<file path="src/common/sync_link_defs.vh">
/*
  constants for the controller sync link block: register offsets, field
  positions, reset values and timing counts.
  assumes a 40 mhz logic clock and a 32-bit axi4-lite register bus.
*/
// Notes on behaviour
// - one leader per link, all others followers
// - leader launches only when everyone is ready
// - leader drives launch line to all participants
// - launch edge starts timers, strobe, camera trigger
// - go low until all ready; no launch
// - confirmed go high gives one falling edge
// - after start, pull go low until ready
// - own delay and width settings per device
// - launches at least 400 ns apart
// - disabled link runs cycles independently
`ifndef SYNC_LINK_DEFS_VH
`define SYNC_LINK_DEFS_VH

// ----------------------------------------------------------------
// register offsets
// ----------------------------------------------------------------
`define REG_CTRL          4'h0
`define REG_STROBE_TIMING 4'h4
`define REG_TRIG_TIMING   4'h8
`define REG_STATUS        4'hc

// ----------------------------------------------------------------
// field positions
// ----------------------------------------------------------------
`define CTRL_LINK_EN_BIT  0
`define CTRL_LEADER_BIT   1
`define TIMING_DELAY_LSB  0
`define TIMING_WIDTH_LSB  16
`define STAT_GO_BIT       0
`define STAT_LAUNCH_BIT   1
`define STAT_RUN_BIT      2
`define STAT_HOLD_BIT     3
`define STAT_STATE_LSB    4
`define STAT_COUNT_LSB    16

// ----------------------------------------------------------------
// reset values
// ----------------------------------------------------------------
`define CTRL_RESET        2'h0
`define TIMING_RESET      32'h0004_0000

// ----------------------------------------------------------------
// timing counts
// ----------------------------------------------------------------
`define CLK_PERIOD_NS     25
`define LAUNCH_SPACE_NS   400
`define LAUNCH_SPACE_CYC  ((`LAUNCH_SPACE_NS + `CLK_PERIOD_NS - 1) / `CLK_PERIOD_NS)
`define LAUNCH_LOW_NS     100
`define LAUNCH_LOW_CYC    ((`LAUNCH_LOW_NS + `CLK_PERIOD_NS - 1) / `CLK_PERIOD_NS)

`endif

</file>
<file path="src/rtl/link_pin_sync.v">
/*
  three-stage synchroniser for asynchronous link pins, one per bit.
  assumes inputs may change at any time; output changes only once the
  second and third stages agree.
*/
module link_pin_sync #(
  parameter WIDTH = 2
) (
  // clock and reset
  input  wire             aclk,
  input  wire             aresetn,
  // pins in
  input  wire [WIDTH-1:0] pin_in,
  // settled levels out
  output wire [WIDTH-1:0] level_out
);

  // ----------------------------------------------------------------
  // per-bit stages
  // ----------------------------------------------------------------
  genvar i;
  generate
    for (i = 0; i < WIDTH; i = i + 1) begin : g_bit
      reg s1_r;
      reg s2_r;
      reg s3_r;
      reg lvl_r;
      always @(posedge aclk) begin
        if (!aresetn) begin
          s1_r  <= 1'b1;
          s2_r  <= 1'b1;
          s3_r  <= 1'b1;
          lvl_r <= 1'b1;
        end else begin
          s1_r <= pin_in[i];
          s2_r <= s1_r;
          s3_r <= s2_r;
          if (s2_r == s3_r) begin
            lvl_r <= s3_r;
          end
        end
      end
      assign level_out[i] = lvl_r;
    end
  endgenerate

endmodule // link_pin_sync

</file>
<file path="src/rtl/sync_link_ctrl.v">
/*
  controller sync link: readiness line, launch line, local strobe and
  camera trigger timers, axi4-lite register slave.
  assumes the go and launch lines are resolved outside from the output
  enables (go is open drain, pulled high), and local_ready comes from
  logic on aclk.
*/
// Our own choices: the placing of the registers and the AXI4-Lite interface to the registers.
`include "sync_link_defs.vh"

module sync_link_ctrl #(
  parameter TW = 16
) (
  // clock and reset
  input  wire        aclk,
  input  wire        aresetn,
  // axi4-lite write address
  input  wire [3:0]  s_axi_awaddr,
  input  wire        s_axi_awvalid,
  output wire        s_axi_awready,
  // axi4-lite write data
  input  wire [31:0] s_axi_wdata,
  input  wire [3:0]  s_axi_wstrb,
  input  wire        s_axi_wvalid,
  output wire        s_axi_wready,
  // axi4-lite write response
  output reg  [1:0]  s_axi_bresp,
  output reg         s_axi_bvalid,
  input  wire        s_axi_bready,
  // axi4-lite read address
  input  wire [3:0]  s_axi_araddr,
  input  wire        s_axi_arvalid,
  output wire        s_axi_arready,
  // axi4-lite read data
  output reg  [31:0] s_axi_rdata,
  output reg  [1:0]  s_axi_rresp,
  output reg         s_axi_rvalid,
  input  wire        s_axi_rready,
  // local start conditions
  input  wire        local_ready,
  // shared go line, open drain
  input  wire        go_in,
  output wire        go_out,
  output wire        go_oe,
  // shared launch line
  input  wire        launch_in,
  output reg         launch_out,
  output reg         launch_oe,
  // local outputs
  output reg         strobe_out,
  output reg         cam_trigger_out,
  output reg         cycle_start
);

  // ----------------------------------------------------------------
  // leader and local-cycle states
  // ----------------------------------------------------------------
  localparam [2:0] ST_IDLE  = 3'h0;
  localparam [2:0] ST_DRIVE = 3'h1;
  localparam [2:0] ST_SPACE = 3'h2;
  localparam [2:0] ST_LOCAL = 3'h3;

  localparam integer SPACE_N = `LAUNCH_SPACE_CYC;
  localparam integer LOW_N   = `LAUNCH_LOW_CYC;
  localparam [4:0] SPACE_CYC = SPACE_N[4:0];
  localparam [4:0] LOW_CYC   = LOW_N[4:0];

  // ----------------------------------------------------------------
  // registers
  // ----------------------------------------------------------------
  reg  [1:0]    ctrl_r;
  reg  [31:0]   strobe_tm_r;
  reg  [31:0]   trig_tm_r;
  reg  [15:0]   cycle_cnt_r;
  wire          link_en = ctrl_r[`CTRL_LINK_EN_BIT];
  wire          leader  = ctrl_r[`CTRL_LEADER_BIT];

  // ----------------------------------------------------------------
  // write channel
  // ----------------------------------------------------------------
  reg  [3:0]    aw_addr_r;
  reg           aw_full_r;
  reg  [31:0]   w_data_r;
  reg  [3:0]    w_strb_r;
  reg           w_full_r;
  wire          do_write;
  wire          wr_hit;

  assign s_axi_awready = !aw_full_r && !s_axi_bvalid;
  assign s_axi_wready  = !w_full_r && !s_axi_bvalid;
  assign do_write      = aw_full_r && w_full_r && !s_axi_bvalid;
  assign wr_hit        = (aw_addr_r == `REG_CTRL) ||
                         (aw_addr_r == `REG_STROBE_TIMING) ||
                         (aw_addr_r == `REG_TRIG_TIMING) ||
                         (aw_addr_r == `REG_STATUS);

  function [31:0] merge;
    input [31:0] old;
    input [31:0] nw;
    input [3:0]  strb;
    integer k;
    begin
      merge = old;
      for (k = 0; k < 4; k = k + 1) begin
        if (strb[k]) begin
          merge[k*8 +: 8] = nw[k*8 +: 8];
        end
      end
    end
  endfunction

  always @(posedge aclk) begin
    if (!aresetn) begin
      aw_addr_r    <= 4'h0;
      aw_full_r    <= 1'b0;
      w_data_r     <= 32'h0;
      w_strb_r     <= 4'h0;
      w_full_r     <= 1'b0;
      s_axi_bvalid <= 1'b0;
      s_axi_bresp  <= 2'h0;
      ctrl_r       <= `CTRL_RESET;
      strobe_tm_r  <= `TIMING_RESET;
      trig_tm_r    <= `TIMING_RESET;
    end else begin
      if (s_axi_awvalid && s_axi_awready) begin
        aw_addr_r <= {s_axi_awaddr[3:2], 2'h0};
        aw_full_r <= 1'b1;
      end
      if (s_axi_wvalid && s_axi_wready) begin
        w_data_r <= s_axi_wdata;
        w_strb_r <= s_axi_wstrb;
        w_full_r <= 1'b1;
      end
      if (do_write) begin
        aw_full_r    <= 1'b0;
        w_full_r     <= 1'b0;
        s_axi_bvalid <= 1'b1;
        s_axi_bresp  <= wr_hit ? 2'h0 : 2'h2;
        case (aw_addr_r)
          `REG_CTRL: begin
            if (w_strb_r[0]) begin
              ctrl_r <= w_data_r[1:0];
            end
          end
          `REG_STROBE_TIMING: begin
            strobe_tm_r <= merge(strobe_tm_r, w_data_r, w_strb_r);
          end
          `REG_TRIG_TIMING: begin
            trig_tm_r <= merge(trig_tm_r, w_data_r, w_strb_r);
          end
          default: begin
          end
        endcase
      end else if (s_axi_bvalid && s_axi_bready) begin
        s_axi_bvalid <= 1'b0;
      end
    end
  end

  // ----------------------------------------------------------------
  // link pin synchronisers
  // ----------------------------------------------------------------
  wire [1:0]    pin_lvl;
  wire          go_lvl     = pin_lvl[0];
  wire          launch_lvl = pin_lvl[1];
  reg           launch_prev_r;

  link_pin_sync #(
    .WIDTH     (2)
  ) u_pin_sync (
    .aclk      (aclk),
    .aresetn   (aresetn),
    .pin_in    ({launch_in, go_in}),
    .level_out (pin_lvl)
  );

  // ----------------------------------------------------------------
  // launch detection and local start
  // ----------------------------------------------------------------
  reg  [2:0]    state_r;
  reg  [2:0]    state_nxt;
  reg  [4:0]    space_r;
  reg  [4:0]    space_nxt;
  reg           drive_low_nxt;
  reg           local_go;
  wire          launch_fall;
  wire          start;
  reg           run_r;
  reg           hold_r;
  reg  [TW:0]   tcnt_r;
  reg  [4:0]    hold_cnt_r;

  assign launch_fall = link_en && launch_prev_r && !launch_lvl;
  assign start = link_en ? launch_fall : local_go;

  // ----------------------------------------------------------------
  // leader and local-cycle sequencer
  // ----------------------------------------------------------------
  always @* begin
    state_nxt     = state_r;
    space_nxt     = (space_r != 5'h0) ? space_r - 5'h1 : 5'h0;
    drive_low_nxt = 1'b0;
    local_go      = 1'b0;
    case (state_r)
      ST_IDLE: begin
        if (!link_en) begin
          if (local_ready && !run_r && !hold_r) begin
            local_go  = 1'b1;
            space_nxt = SPACE_CYC - 5'h1;
            state_nxt = ST_LOCAL;
          end
        end else if (leader && local_ready && go_lvl && !hold_r) begin
          // confirmed go high: one falling edge
          drive_low_nxt = 1'b1;
          space_nxt     = SPACE_CYC - 5'h1;
          state_nxt     = ST_DRIVE;
        end
      end
      ST_DRIVE: begin
        if (space_r > SPACE_CYC - LOW_CYC) begin
          drive_low_nxt = 1'b1;
        end else begin
          state_nxt = ST_SPACE;
        end
      end
      ST_SPACE: begin
        if (space_r == 5'h0) begin
          state_nxt = ST_IDLE;
        end
      end
      ST_LOCAL: begin
        if (space_r == 5'h0) begin
          state_nxt = ST_IDLE;
        end
      end
      default: begin
        state_nxt = ST_IDLE;
      end
    endcase
  end

  always @(posedge aclk) begin
    if (!aresetn) begin
      state_r    <= ST_IDLE;
      space_r    <= 5'h0;
      launch_out <= 1'b1;
      launch_oe  <= 1'b0;
      launch_prev_r <= 1'b1;
    end else begin
      launch_prev_r <= launch_lvl;
      state_r    <= state_nxt;
      space_r    <= space_nxt;
      launch_out <= !drive_low_nxt;
      launch_oe  <= link_en && leader;
    end
  end

  // ----------------------------------------------------------------
  // readiness hold after cycle start
  // ----------------------------------------------------------------
  always @(posedge aclk) begin
    if (!aresetn) begin
      hold_r     <= 1'b0;
      hold_cnt_r <= 5'h0;
    end else if (start) begin
      hold_r     <= 1'b1;
      hold_cnt_r <= SPACE_CYC - 5'h1;
    end else begin
      if (hold_cnt_r != 5'h0) begin
        hold_cnt_r <= hold_cnt_r - 5'h1;
      end
      if (hold_r && hold_cnt_r == 5'h0 && !run_r && local_ready) begin
        hold_r <= 1'b0;
      end
    end
  end

  // open drain: pull low while not ready or holding
  assign go_oe  = link_en && (!local_ready || hold_r);
  assign go_out = 1'b0;

  // ----------------------------------------------------------------
  // strobe and camera trigger timers
  // ----------------------------------------------------------------
  wire [TW:0]   sd = {1'b0, strobe_tm_r[`TIMING_DELAY_LSB +: TW]};
  wire [TW:0]   sw = {1'b0, strobe_tm_r[`TIMING_WIDTH_LSB +: TW]};
  wire [TW:0]   td = {1'b0, trig_tm_r[`TIMING_DELAY_LSB +: TW]};
  wire [TW:0]   tw = {1'b0, trig_tm_r[`TIMING_WIDTH_LSB +: TW]};
  wire [TW+1:0] s_end = {1'b0, sd} + {1'b0, sw};
  wire [TW+1:0] t_end = {1'b0, td} + {1'b0, tw};
  wire [TW+1:0] tcnt_x = {1'b0, tcnt_r};
  wire          s_on = run_r && tcnt_r >= sd && tcnt_x < s_end;
  wire          t_on = run_r && tcnt_r >= td && tcnt_x < t_end;

  always @(posedge aclk) begin
    if (!aresetn) begin
      run_r           <= 1'b0;
      tcnt_r          <= {(TW+1){1'b0}};
      strobe_out      <= 1'b0;
      cam_trigger_out <= 1'b0;
      cycle_start     <= 1'b0;
      cycle_cnt_r     <= 16'h0;
    end else begin
      cycle_start     <= start;
      strobe_out      <= s_on;
      cam_trigger_out <= t_on;
      if (start) begin
        run_r       <= 1'b1;
        tcnt_r      <= {(TW+1){1'b0}};
        cycle_cnt_r <= cycle_cnt_r + 16'h1;
      end else if (run_r) begin
        if (tcnt_x + 1'b1 >= s_end && tcnt_x + 1'b1 >= t_end) begin
          run_r <= 1'b0;
        end
        tcnt_r <= tcnt_r + 1'b1;
      end
    end
  end

  // ----------------------------------------------------------------
  // read channel
  // ----------------------------------------------------------------
  wire [3:0]    rd_addr = {s_axi_araddr[3:2], 2'h0};
  reg  [31:0]   rd_val;
  reg           rd_hit;

  assign s_axi_arready = !s_axi_rvalid;

  always @* begin
    rd_val = 32'h0;
    rd_hit = 1'b1;
    case (rd_addr)
      `REG_CTRL: begin
        rd_val[1:0] = ctrl_r;
      end
      `REG_STROBE_TIMING: begin
        rd_val = strobe_tm_r;
      end
      `REG_TRIG_TIMING: begin
        rd_val = trig_tm_r;
      end
      `REG_STATUS: begin
        rd_val[`STAT_GO_BIT]          = go_lvl;
        rd_val[`STAT_LAUNCH_BIT]      = launch_lvl;
        rd_val[`STAT_RUN_BIT]         = run_r;
        rd_val[`STAT_HOLD_BIT]        = hold_r;
        rd_val[`STAT_STATE_LSB +: 3]  = state_r;
        rd_val[`STAT_COUNT_LSB +: 16] = cycle_cnt_r;
      end
      default: begin
        rd_hit = 1'b0;
      end
    endcase
  end

  always @(posedge aclk) begin
    if (!aresetn) begin
      s_axi_rvalid <= 1'b0;
      s_axi_rdata  <= 32'h0;
      s_axi_rresp  <= 2'h0;
    end else if (s_axi_arvalid && s_axi_arready) begin
      s_axi_rvalid <= 1'b1;
      s_axi_rdata  <= rd_val;
      s_axi_rresp  <= rd_hit ? 2'h0 : 2'h2;
    end else if (s_axi_rvalid && s_axi_rready) begin
      s_axi_rvalid <= 1'b0;
    end
  end

endmodule // sync_link_ctrl

</file>
<file path="config.mk">
export PLATFORM = sky130hd
export DESIGN_NAME = sync_link_ctrl
export DESIGN_NICKNAME = d
export VERILOG_FILES = /design/src/rtl/link_pin_sync.v /design/src/rtl/sync_link_ctrl.v
export VERILOG_INCLUDE_DIRS = /design/src /design/src/common
export SDC_FILE = /design/constraint.sdc
export NUM_CORES = 1
export LEC_CHECK = 0
export BUFFER_PORTS_ARGS = -buffer_cell sky130_fd_sc_hd__buf_2
export CAP_MARGIN = 10
export CORE_MARGIN = 2
export CORE_UTILIZATION = 40
export CTS_CLUSTER_SIZE = 20
export DETAILED_ROUTE_END_ITERATION = 16
export GPL_TIMING_DRIVEN = 0
export PLACE_DENSITY = 0.61
export SYNTH_ARGS = -nofsm -noshare
export SYNTH_HDL_FRONTEND = slang
export SYNTH_SLANG_ARGS = --single-unit
</file>
<file path="constraint.sdc">
create_clock -name aclk -period 4.35 [get_ports aclk]
set_input_delay 0.6525 -clock aclk [delete_from_list [all_inputs] [get_ports aclk]]
set_output_delay 0.6525 -clock aclk [all_outputs]
set_load 0.05 [all_outputs]
</file>
After elaboration in Yosys (flattened, before gate mapping)
Index checks and enable logic that the tools add are counted.
{"block": "totals", "regBits": 206, "inputBits": 54, "output_inout_bits": 48, "elab_cells": 171}
{"block": "classes", "addsub": 7, "eq_ne": 15, "magnitude_cmp": 7, "n_mux": 36, "n_reduce_logical": 64, "bitwise_logic": 1}
{"operator": "16-bit case mux with 3 select lines", "n": 1}
{"operator": "18-bit by 17-bit greater-or-equal comparator with 1-bit output", "n": 2}
{"operator": "16-bit by 16-bit adder with 17-bit output", "n": 2}
{"operator": "17-bit by 16-bit greater-or-equal comparator with 1-bit output", "n": 2}
{"operator": "17-bit < comparator", "n": 2}
{"operator": "3-bit AND reduction", "n": 9}
{"operator": "1-bit logical AND", "n": 26}
{"operator": "5-bit 2-to-1 mux", "n": 5}
{"operator": "17-bit by 1-bit adder with 18-bit output (second input constant)", "n": 1}
{"operator": "9-bit case mux with 2 select lines", "n": 1}
{"operator": "17-bit by 1-bit adder with 17-bit output (second input constant)", "n": 1}
{"operator": "16-bit by 1-bit adder with 16-bit output (second input constant)", "n": 1}
{"operator": "1-bit 2-to-1 mux", "n": 16}
{"operator": "3-bit 2-to-1 mux", "n": 5}
{"operator": "5-bit case mux with 3 select lines", "n": 1}
{"operator": "5-bit zero test", "n": 2}
{"operator": "5-bit nonzero test", "n": 2}
{"operator": "5-bit by 1-bit subtractor with 5-bit output (second input constant)", "n": 2}
{"operator": "1-bit zero test", "n": 9}
{"operator": "3-bit case mux with 3 select lines", "n": 1}
{"operator": "2-bit equality test (second input constant)", "n": 4}
{"operator": "4-bit zero test", "n": 2}
{"operator": "4-bit 2-to-1 mux", "n": 2}
{"operator": "2-bit case mux with 4 select lines", "n": 1}
{"operator": "other kinds (17)", "n": 30}

Longest topological paths before layout
Gate-level depths: netlist of run 1.
{"block": "logic_depth", "depth_word": 7, "mapped_depth": 16, "mapped_depth_nobuf": 16}

By module
A second synthesis of run 1 with hierarchy kept.
{"block": "unflattened", "cells_unflattened": 1402, "area_unflattened_um2": 11592.4}
{"module": "sync_link_ctrl", "area_per_inst_um2": 11352.1, "cells_each": 1380, "seq_area_each_um2": 3903.7, "n_inst": 1}
{"module": "link_pin_sync", "area_per_inst_um2": 240.2, "cells_each": 22, "seq_area_each_um2": 160.2, "n_inst": 1}

Worst setup path after synthesis of run 1
OpenSTA, ideal clock, no wires.
{"block": "synth_path", "path_kind": "register to register", "from": "register strobe_tm_r[0]", "to": "register strobe_out", "arrival_time_ns": 3.588, "required_ns": 4.280, "stages_incl_launch_ff": 17, "setup_slack_ns": 0.692, "path_cell_list": "dfxtp_1 ha_1 fa_1 a211o_1 a2111oi_2 nor2_1 a21oi_1 o21bai_1 a21oi_1 xor2_1 ha_1 and3_1 o221ai_1 o21ai_0 maj3_1 maj3_2 a21oi_1"}
{"block": "synth_between", "elab_chain_len": 3}
{"item": "start, declared", "line": "sync_link_ctrl.v:72", "text": "reg [31:0] strobe_tm_r;"}
{"item": "start signal, assigned", "line": "sync_link_ctrl.v:122", "text": "strobe_tm_r <= `TIMING_RESET;"}
{"item": "start signal, assigned", "line": "sync_link_ctrl.v:146", "text": "strobe_tm_r <= merge(strobe_tm_r, w_data_r, w_strb_r);"}
{"item": "16-bit by 16-bit adder with 17-bit output / 17-bit by 16-bit greater-or-equal comparator with 1-bit output (equally long branches)", "line": "sync_link_ctrl.v:289, sync_link_ctrl.v:292"}
{"item": "17-bit < comparator / 1-bit logical AND (equally long branches)", "line": "sync_link_ctrl.v:292", "text": "wire s_on = run_r && tcnt_r >= sd && tcnt_x < s_end;"}
{"item": "1-bit logical AND *", "line": "sync_link_ctrl.v:292"}
{"item": "end signal, assigned", "line": "sync_link_ctrl.v:305", "text": "strobe_out <= s_on;"}
{"item": "end, declared", "line": "sync_link_ctrl.v:50", "text": "output reg strobe_out,"}
Mark *: on every way between the ends. The rest lies on a longest branch, timed or not.
A chain may end at the register's enable or synchronous reset.

Worst setup path after layout of run 1
{"block": "layout_path", "from": "register strobe_tm_r[0]", "to": "register run_r"}
{"block": "layout_between", "elab_chain_len": 6}
{"item": "16-bit by 16-bit adder with 17-bit output", "line": "sync_link_ctrl.v:289", "text": "wire [TW+1:0] s_end = {1'b0, sd} + {1'b0, sw};"}
{"item": "18-bit by 17-bit greater-or-equal comparator with 1-bit output", "line": "sync_link_ctrl.v:312", "text": "if (tcnt_x + 1'b1 >= s_end && tcnt_x + 1'b1 >= t_end) begin"}
{"item": "1-bit logical AND", "line": "sync_link_ctrl.v:312"}
{"item": "1-bit 2-to-1 mux", "line": "sync_link_ctrl.v:312"}
{"item": "1-bit 2-to-1 mux", "line": "sync_link_ctrl.v:311", "text": "end else if (run_r) begin"}
{"item": "1-bit 2-to-1 mux", "line": "sync_link_ctrl.v:307", "text": "if (start) begin"}
{"item": "end signal, assigned", "line": "sync_link_ctrl.v:297", "text": "run_r <= 1'b0;"}
{"item": "end signal, assigned", "line": "sync_link_ctrl.v:308", "text": "run_r <= 1'b1;"}
{"item": "end signal, assigned", "line": "sync_link_ctrl.v:313", "text": "run_r <= 1'b0;"}
{"item": "end, declared", "line": "sync_link_ctrl.v:188", "text": "reg run_r;"}
No other way between the ends.

==> results of run 1 <==
[repair_timing]
item	CTS	global route
resized for setup	0	5
endpoints found under the setup margin	0	2
hold buffers	0	0
buffers inserted	0	1
[routing by layer]
metal	GRT usage	vias up	wire, um	share of wire
li1	-	5192	-	-
met1	0.329	4800	16600	0.47
met2	0.351	321	15300	0.43
met3	0.0329	60	2660	0.075
met4	0.0685	0	1100	0.031
met5	0	-	0	0
[critical path, stage by stage (launching register included)]
cell and delay, ns:
dfxtp_1 0.35, ha_1 0.26, fa_2 0.39, a211o_1 0.33
a2111oi_4 0.44, buf_4 0.17, o31ai_1 0.10, a21oi_2 0.21
o21ba_2 0.15, o21bai_1 0.09, a21o_1 0.19, a21oi_1 0.30
ha_1 0.32, a21oi_1 0.19, nand2b_1 0.11, a211oi_1 0.20
o21ai_0 0.13, o211ai_2 0.13
[per-stage QoR]
step                      hold slack (ns)  instances  power [W]
final                               0.333       1921    0.00489
after global routing                0.347       1921    0.00511
after CTS                           0.322       1920    0.00491
after detailed placement            0.394       1880    0.00295
after global placement              0.389       1879    0.00294
after floorplan                     0.386       1395    0.00267
[worst paths after layout]
kind | from | to | slack, ns | cells after the start
max | strobe_tm_r[0] | run_r | 0.22 | 17
min | go_in | u_pin_sync.g_bit[0].s1_r | 0.33 | 2
max reg2reg | strobe_tm_r[0] | run_r | 0.22 | 17
min reg2reg | u_pin_sync.g_bit[1].s1_r | u_pin_sync.g_bit[1].s2_r | 0.41 | 1
[power groups by stage]
stage | combinational, W | clock (W) | sequential (W)
2_1_floorplan | 0.000558 | 0 | 0.00212
3_3_place_gp | 0.000824 | 0 | 0.00212
3_5_place_dp | 0.000835 | 0 | 0.00212
4_1_cts | 0.000840 | 0.00199 | 0.00208
5_1_grt | 0.000938 | 0.00207 | 0.00210
6_report | 0.000839 | 0.00196 | 0.00208
[registers in the layout (all words and copies together), names as in the netlist, 4 cells and up]
signal	count
hold_cnt_r	5
w_strb_r	4
space_r	5
cycle_cnt_r	16
w_data_r	32
strobe_tm_r	32
s_axi_rdata	32
trig_tm_r	32
tcnt_r	17
[area by class of cell]
type,instances,area [um^2],share of cell area
multi-input combinational,1065,7420,0.541
tap,390,488,0.0356
timing repair buffer,96,483,0.0352
sequential,203,4060,0.296
clock inverter,8,70.1,0.00511
inverter,56,210,0.0153
buffer,71,279,0.0204
clock buffer,32,699,0.0510
[kinds of logic (layout without fill, tap and decap cells)]
kind of cell / count (synthesis) / after routing / synth area share
AND/OR/NAND/NOR: 481 / 481 / 0.194
AO/OA/AOI/OAI: 353 / 353 / 0.210
flip-flops: 203 / 203 / 0.341
adder cells (fa/ha/maj): 141 / 141 / 0.148
buffers and inverters: 127 / 263 / 0.0410
XOR/XNOR: 71 / 71 / 0.0521
multiplexers: 16 / 16 / 0.0135
other: 1 / 3 / 0.000314
[cells in the mapped netlist, types with 3 or more instances]
cell,number,area (um^2)
dfxtp_1,203,4060
nand2_1,184,691
ha_1,133,1660
a21boi_0,99,743
nand3_1,82,410
a21oi_1,74,370
clkbuf_1,65,244
nor2b_1,60,375
inv_1,56,210
nor2_1,45,169
xnor2_1,37,324
nor3_1,34,170
xor2_1,34,298
o21ai_0,33,165
a222oi_1,20,200
a21o_1,19,143
and2_1,17,106
o21a_1,17,128
a22oi_1,15,113
mux2i_1,15,150
and3_1,12,75.1
nand4_1,12,75.1
a211oi_1,11,82.6
nand2b_1,11,68.8
a22o_1,10,87.6
o21bai_1,10,75.1
or3_1,9,56.3
a31oi_1,7,43.8
and4_1,5,43.8
a211o_1,4,35.0
maj3_2,4,45.0
nand3b_1,4,30.0
nor3b_1,4,30.0
o21ai_1,4,20.0
buf_4,3,22.5
o211a_1,3,30.0
[placed cells by master (no fill, tap or decap), types with 23 or more instances in the layout]
cell       synthesis  final
xor2_1            34     34
ha_1             133    133
buf_2              1     96
clkbuf_16          0     23
a21boi_0          99     99
dfxtp_1          203    203
clkbuf_1          65     65
inv_1             56     56
nand3_1           82     82
xnor2_1           37     37
nor2b_1           60     60
nor2_1            45     45
a21oi_1           74     73
nand2_1          184    184
o21ai_0           33     32
nor3_1            34     34
==> flow_metrics.tcl, run 1 <==
set metrics [dict create \
    drt_first_pass_iters 8 \
    finalClockSkew_ns 0.0193 \
    drc_errors 0 \
    hold_path_class "input pin to flip-flop" \
    coreArea_mm2 0.0295 \
    initial_core_util 0.405 \
    clock_latency_ns 0.52 \
    drt-initial-drc-count 799 \
    p_sw_frac 0.293 \
    crit_required_ns 4.76 \
    async_reset_ff_frac 0 \
    ant_nets 0 \
    dieHeight_um 177 \
    dpl.hpwl_mm 28.5 \
    slew_headroom 0.216 \
    rows 63 \
    outcome "complete, no violations" \
    finish.utilization 0.465 \
    p_per_area_mw_per_mm2 356 \
    drv_slew 0 \
    grt_pass1_wl_mm 55.3 \
    io_buffer_count 94 \
    ys_seq_elements 203 \
    num_io_pins 102 \
    cts_max_level 1 \
    hold_viol 0 \
    ys_warn_count 0 \
    clkPwrFrac 0.402 \
    leakage_nw 5.59 \
    ys.flop_type "dfxtp_1" \
    yosysSeqAreaShare 0.341 \
    design_area_mm2 0.0137 \
    power.net_switching_w 0.00143 \
    p_comb_frac 0.172 \
    dieWidth_um 177 \
    wl_per_cell_um 18.6 \
    crit_path_start_kind "flip-flop" \
    cp_max_fo 4 \
    grtUsageTotal 0.228 \
    fin_ws_ns 0.217 \
    netlist_instances 1393 \
    diodes 0 \
    num-fill-cells 2991 \
    cts_buffers 23 \
    end_kind "flip-flop" \
    post-route-period-util 0.950 \
    place.gp.congestion 0.918 \
    grt_overflow 0 \
    root_buffer "clkbuf_16" \
    cts_tree "yes" \
    nets 1705 \
    grt_pass1_vias 9841 \
    synth-edff-count 0 \
    ir_drop_mv 0.310 \
    period_needed_ns 4.13 \
    drv_cap 0 \
    antenna_found_initial 1 \
    clockBufferDepth 3 \
    cp.arrival_ns 4.54 \
    design.die.area_mm2 0.0312 \
    place_ws_ns 0.0950 \
    worstSetupPathType "flip-flop to flip-flop" \
    setup_viol 0 \
    internal_power_w 0.00345 \
    vias 10400 \
    grt_max_degree 14 \
    synth_area_mm2 0.0119 \
    drive_gt1_frac 0.105 \
    clkSinkCount 203 \
    place_area_mm2 0.0129 \
    max_freq_mhz 242 \
    synth_cell_types 66 \
    tightest_slew_ns 1.16 \
    syn_avg_cell_area_um2 8.57 \
    syn2layout_area_growth_pct 14.9 \
    setup_tns_ns 0 \
    path_clk_slew_ns 0.06 \
    finalWirelength_mm 35.7 \
    power_frac_seq 0.426 \
    via_per_inst 5.40 \
]
(Power assumes the default switching activity.)
==> run 2: changes to the inputs <==
clock period = 4.45 ns   (was 4.35 ns; I/O delays follow)
==> run 2 against run 1 <==
Against the previous run: combinational power down 2.4%; die area unchanged; clock power down 2%; largest power group unchanged.
==> flow_metrics.tcl, run 2 (synthesis results as in run 1) <==
set metrics [dict create \
    wl_per_cell_um 18.6 \
    drive_gt1_frac 0.103 \
    reg2reg_setup_slack_ns 0.28 \
    cts_tree "yes" \
    drt-initial-drc-count 857 \
    crit_path_start_kind "flip-flop" \
    drv_cap 0 \
    tightest_slew_ns 1.20 \
    cts_buffers 23 \
    diodes 0 \
    place.gp.congestion 0.918 \
    coreArea_mm2 0.0295 \
    clock_latency_ns 0.52 \
    antenna_found_initial 1 \
    rsz0062_at_grt "false" \
    design.die.area_mm2 0.0312 \
    end_kind "flip-flop" \
    period_needed_ns 4.17 \
    grt_pass1_wl_mm 55.3 \
    ant_nets 0 \
    hold_viol 0 \
    path_cells "ha_1 > fa_1 > a211o_1 > a2111oi_4 > nor2_1 > a21oi_2 > o21bai_1 > a21oi_1 > xor2_1 > ha_1 > and3_1 > o221ai_1 > o21ai_0 > maj3_1 > maj3_2 > a21oi_1" \
    max_freq_mhz 240 \
    ir_drop_mv 0.303 \
    post-route-period-util 0.936 \
    multi_input_area_mm2 0.00740 \
    worstSetupPathType "flip-flop to flip-flop" \
    dpl.hpwl_mm 28.5 \
    cpPeakStageDelay_ns 0.44 \
    slew_headroom 0.187 \
    crit_required_ns 4.89 \
    finalWirelength_mm 35.6 \
    clkSinkCount 203 \
    via_per_inst 5.42 \
    power.total_w 0.00477 \
    hold_path_class "input pin to flip-flop" \
    cp.depth 16 \
    nets 1704 \
    path_clk_slew_ns 0.06 \
    cp_max_fo 4 \
    setup_viol 0 \
    root_buffer "clkbuf_16" \
    crit_family "adder cells" \
    grt_pass1_vias 9841 \
    num_io_pins 102 \
    leakage_nw 5.59 \
    final_cell_mix "dfxtp_1, nand2_1, ha_1, a21boi_0, buf_2" \
    io_buffer_count 94 \
    place_area_mm2 0.0129 \
    final_common_cell "dfxtp_1" \
    cp.arrival_ns 4.60 \
    clockBufferDepth 3 \
    setup.worst_path.end "strobe_out" \
    r2r_end "strobe_out" \
    drc_errors 0 \
    num-fill-cells 2993 \
    grtUsageTotal 0.228 \
    finalClockSkew_ns 0.0151 \
    p_per_area_mw_per_mm2 349 \
    outcome "complete, no violations" \
    r2r_start "strobe_tm_r[0]" \
    vias 10400 \
    drv_slew 0 \
    worst-path-buf-inv 0 \
    cts_max_level 1 \
    setup_tns_ns 0 \
    dieWidth_um 177 \
    syn2layout_area_growth_pct 14.7 \
    grt_overflow 0 \
    design_area_mm2 0.0137 \
    initial_core_util 0.405 \
    reg2reg_depth 16 \
    timing.hold.ws_ns 0.343 \
    critPathLaunch "strobe_tm_r[0]" \
    crit_slowest_cell "fa_1" \
    drt_first_pass_iters 8 \
    dieHeight_um 177 \
    grt_max_degree 14 \
    register_area_mm2 0.00406 \
    rows 63 \
    hold_buffers 0 \
]
run 2: final cells by class:
| cell class | instances | share of cell area |
|---|---|---|
| Buffer | 71 | 0.0204 |
| Clock buffer | 32 | 0.0511 |
| Clock inverter | 8 | 0.00512 |
| Inverter | 56 | 0.0154 |
| Multi-Input combinational cell | 1065 | 0.541 |
| Sequential cell | 203 | 0.297 |
| Tap cell | 390 | 0.0356 |
| Timing Repair Buffer | 95 | 0.0347 |
run 2: power breakdown:
| part | internal, W | switching, W |
|---|---|---|
| logic | 0.000307 | 0.000513 |
| registers | 0.00192 | 0.000116 |
| clock network | 0.00115 | 0.000769 |
run 2: how the worst min path moves through the flow:
stage | from | to | slack [ns] | cells after the start
CTS | launch_in | u_pin_sync.g_bit[1].s1_r | 0.34 | 2
detailed placement | u_pin_sync.g_bit[1].s1_r | u_pin_sync.g_bit[1].s2_r | 0.39 | 1
global placement | u_pin_sync.g_bit[1].s1_r | u_pin_sync.g_bit[1].s2_r | 0.39 | 1
finish | go_in | u_pin_sync.g_bit[0].s1_r | 0.34 | 2
global route | launch_in | u_pin_sync.g_bit[1].s1_r | 0.36 | 2
floorplan | u_pin_sync.g_bit[0].s1_r | u_pin_sync.g_bit[0].s2_r | 0.39 | 1
run 2: timing repair:
action,CTS,global route
gates resized for setup,0,2
endpoints found under the setup margin,0,1
setup buffers,0,0
run 2: metal layers:
layer | share of wire | track usage | vias up
met5 | 0 | 0 | -
met1 | 0.47 | 0.329 | 4832
met3 | 0.069 | 0.0329 | 62
met4 | 0.032 | 0.0685 | 0
li1 | - | - | 5195
met2 | 0.43 | 0.351 | 322
run 2: metrics by stage:
| stage | cells | worst slack [ns] | utilization |
|---|---|---|---|
| floorplan | 1395 | 0.792 | - |
| global placement | 1879 | 0.175 | 0.437 |
| detailed placement | 1880 | 0.195 | 0.438 |
| CTS | 1920 | 0.163 | 0.464 |
| global route | 1920 | 0.00961 | 0.464 |
| finish | 1920 | 0.285 | 0.464 |
==> run 3: changes to the inputs <==
CORE_MARGIN = default   (was 2)
==> run 3 against run 2 <==
Against the previous run: non-clock buffer count up 1; worst hold slack worse by 0.030 ns; sequential power about the same; critical path type unchanged; largest cell class unchanged.
==> flow_metrics.tcl, run 3 (synthesis results as in run 1) <==
set metrics [dict create \
    outcome "complete, no violations" \
    end_kind "flip-flop" \
    setup_viol 0 \
    drc_errors 0 \
    ir_drop_mv 0.250 \
    crit_path_start_kind "flip-flop" \
    path_cells "ha_1 > fa_1 > a211o_1 > a2111oi_4 > nor2_1 > a21oi_1 > o21bai_1 > a21oi_1 > xor2_1 > ha_1 > and3_1 > o221ai_1 > o21ai_0 > maj3_1 > maj3_2 > a21oi_1" \
    ant_nets 0 \
    num-fill-cells 2896 \
    initial_core_util 0.411 \
    worst-path-buf-inv 0 \
    clkSinkCount 203 \
    cp.arrival_ns 4.76 \
    cts_max_level 1 \
    max_freq_mhz 232 \
    root_buffer "clkbuf_16" \
    crit_family "adder cells" \
    antenna_found_initial 0 \
    grtUsageTotal 0.234 \
    post-route-period-util 0.968 \
    num_io_pins 102 \
    rsz0062_at_grt "false" \
    diodes 0 \
    vias 10500 \
    drt_first_pass_iters 8 \
    crit_required_ns 4.90 \
    dpl.hpwl_mm 28.4 \
    clockBufferDepth 3 \
    nets 1706 \
    leakage_nw 5.59 \
    io_buffer_count 94 \
    drv_cap 0 \
    cp_max_fo 4 \
    cts_tree "yes" \
    drt-initial-drc-count 864 \
    p_per_area_mw_per_mm2 349 \
    cpPeakStageDelay_ns 0.43 \
    dieWidth_um 175 \
    hold_path_class "input pin to flip-flop" \
    via_per_inst 5.47 \
    place.gp.congestion 0.936 \
    setup_tns_ns 0 \
    final_common_cell "dfxtp_1" \
    wl_per_cell_um 18.8 \
    timing.hold.ws_ns 0.313 \
    grt_overflow 0 \
    syn2layout_area_growth_pct 14.7 \
    grt_max_degree 13 \
    coreArea_mm2 0.0290 \
    final_cell_mix "dfxtp_1, nand2_1, ha_1, a21boi_0, buf_2" \
    finalWirelength_mm 36.0 \
    clock_latency_ns 0.53 \
    path_clk_slew_ns 0.06 \
    slew_headroom 0.116 \
    grt_pass1_wl_mm 55.6 \
    crit_top_cell "a21oi_1" \
    crit_slowest_cell "fa_1" \
    tightest_slew_ns 1.31 \
    rows 62 \
    drive_gt1_frac 0.103 \
    finalClockSkew_ns 0.00985 \
    hold_viol 0 \
    dieHeight_um 175 \
    worstSetupPathType "flip-flop to flip-flop" \
    period_needed_ns 4.31 \
    cts_buffers 24 \
    drv_slew 0 \
    design.die.area_mm2 0.0305 \
    grt_pass1_vias 9885 \
]
run 3: cell count changes in the layout (fill, tap and decap cells not counted):
cell        before  now
a21oi_1         73   74
a21oi_2          2    1
buf_4            3    4
bufinv_16        1    0
clkbuf_1        65   67
clkbuf_16       23   24
clkbuf_8         9    7
clkinv_4         0    1
clkinv_8         0    1
clkinvlp_4       2    1
inv_6            0    1
run 3: metal layers:
metal | GRT usage | share of wire | vias to the layer above
met2 | 0.361 | 0.43 | 329
met5 | 0 | 0 | -
met1 | 0.327 | 0.47 | 4901
met4 | 0.0754 | 0.031 | 0
li1 | - | - | 5191
met3 | 0.0457 | 0.077 | 64
run 3: final timing paths:
check / slack [ns] / startpoint / depth (start not counted) / to
setup / recovery: 0.14 / strobe_tm_r[0] / 16 / strobe_out
hold / removal: 0.31 / launch_in / 2 / u_pin_sync.g_bit[1].s1_r
setup reg to reg: 0.14 / strobe_tm_r[0] / 16 / strobe_out
hold reg to reg: 0.41 / u_pin_sync.g_bit[1].s1_r / 1 / u_pin_sync.g_bit[1].s2_r
run 3: final cells by class:
class                      instances  area [um^2]  area share
multi-input combinational       1065         7400       0.541
sequential                       203         4060       0.297
clock buffer                      33          704      0.0515
timing repair buffer              96          483      0.0353
tap                              384          480      0.0351
buffer                            71          279      0.0204
inverter                          56          210      0.0154
clock inverter                     9         66.3     0.00485
run 3: through the flow:
step	setup slack, ns	utilization	instance area, um^2	instances	total power [W]
final	0.144	0.472	13700	1917	0.00478
after detailed placement	0.170	0.444	12900	1874	0.00289
after global routing	0.0187	0.472	13700	1917	0.00499
after CTS	0.136	0.471	13700	1916	0.00481
after global placement	0.164	0.444	12900	1873	0.00287
after floorplan	0.792	-	11900	1395	0.00261
run 3: what timing repair did:
| item | CTS | global route |
|---|---|---|
| gates resized for setup | 0 | 1 |
| hold buffers | 0 | 0 |
| buffers inserted | 0 | 1 |
| endpoints found under the setup margin | 0 | 1 |
| endpoints found under the hold margin | 0 | 0 |
run 3: power breakdown:
| group | total [W] | switching [W] | internal (W) |
|---|---|---|---|
| logic | 0.000826 | 0.000518 | 0.000308 |
| clock network | 0.00191 | 0.000804 | 0.00111 |
| registers | 0.00204 | 0.000118 | 0.00192 |
run 3: worst register-to-register path, delay by kind of cell, from the launching register on:
kind	cells	cell delay, ns
AOI/OAI and AO/OA	8	1.65
DFF	1	0.35
xor gates and xnor gates	1	0.27
and+or+nand+nor	2	0.26
adders and majority gates	5	1.68
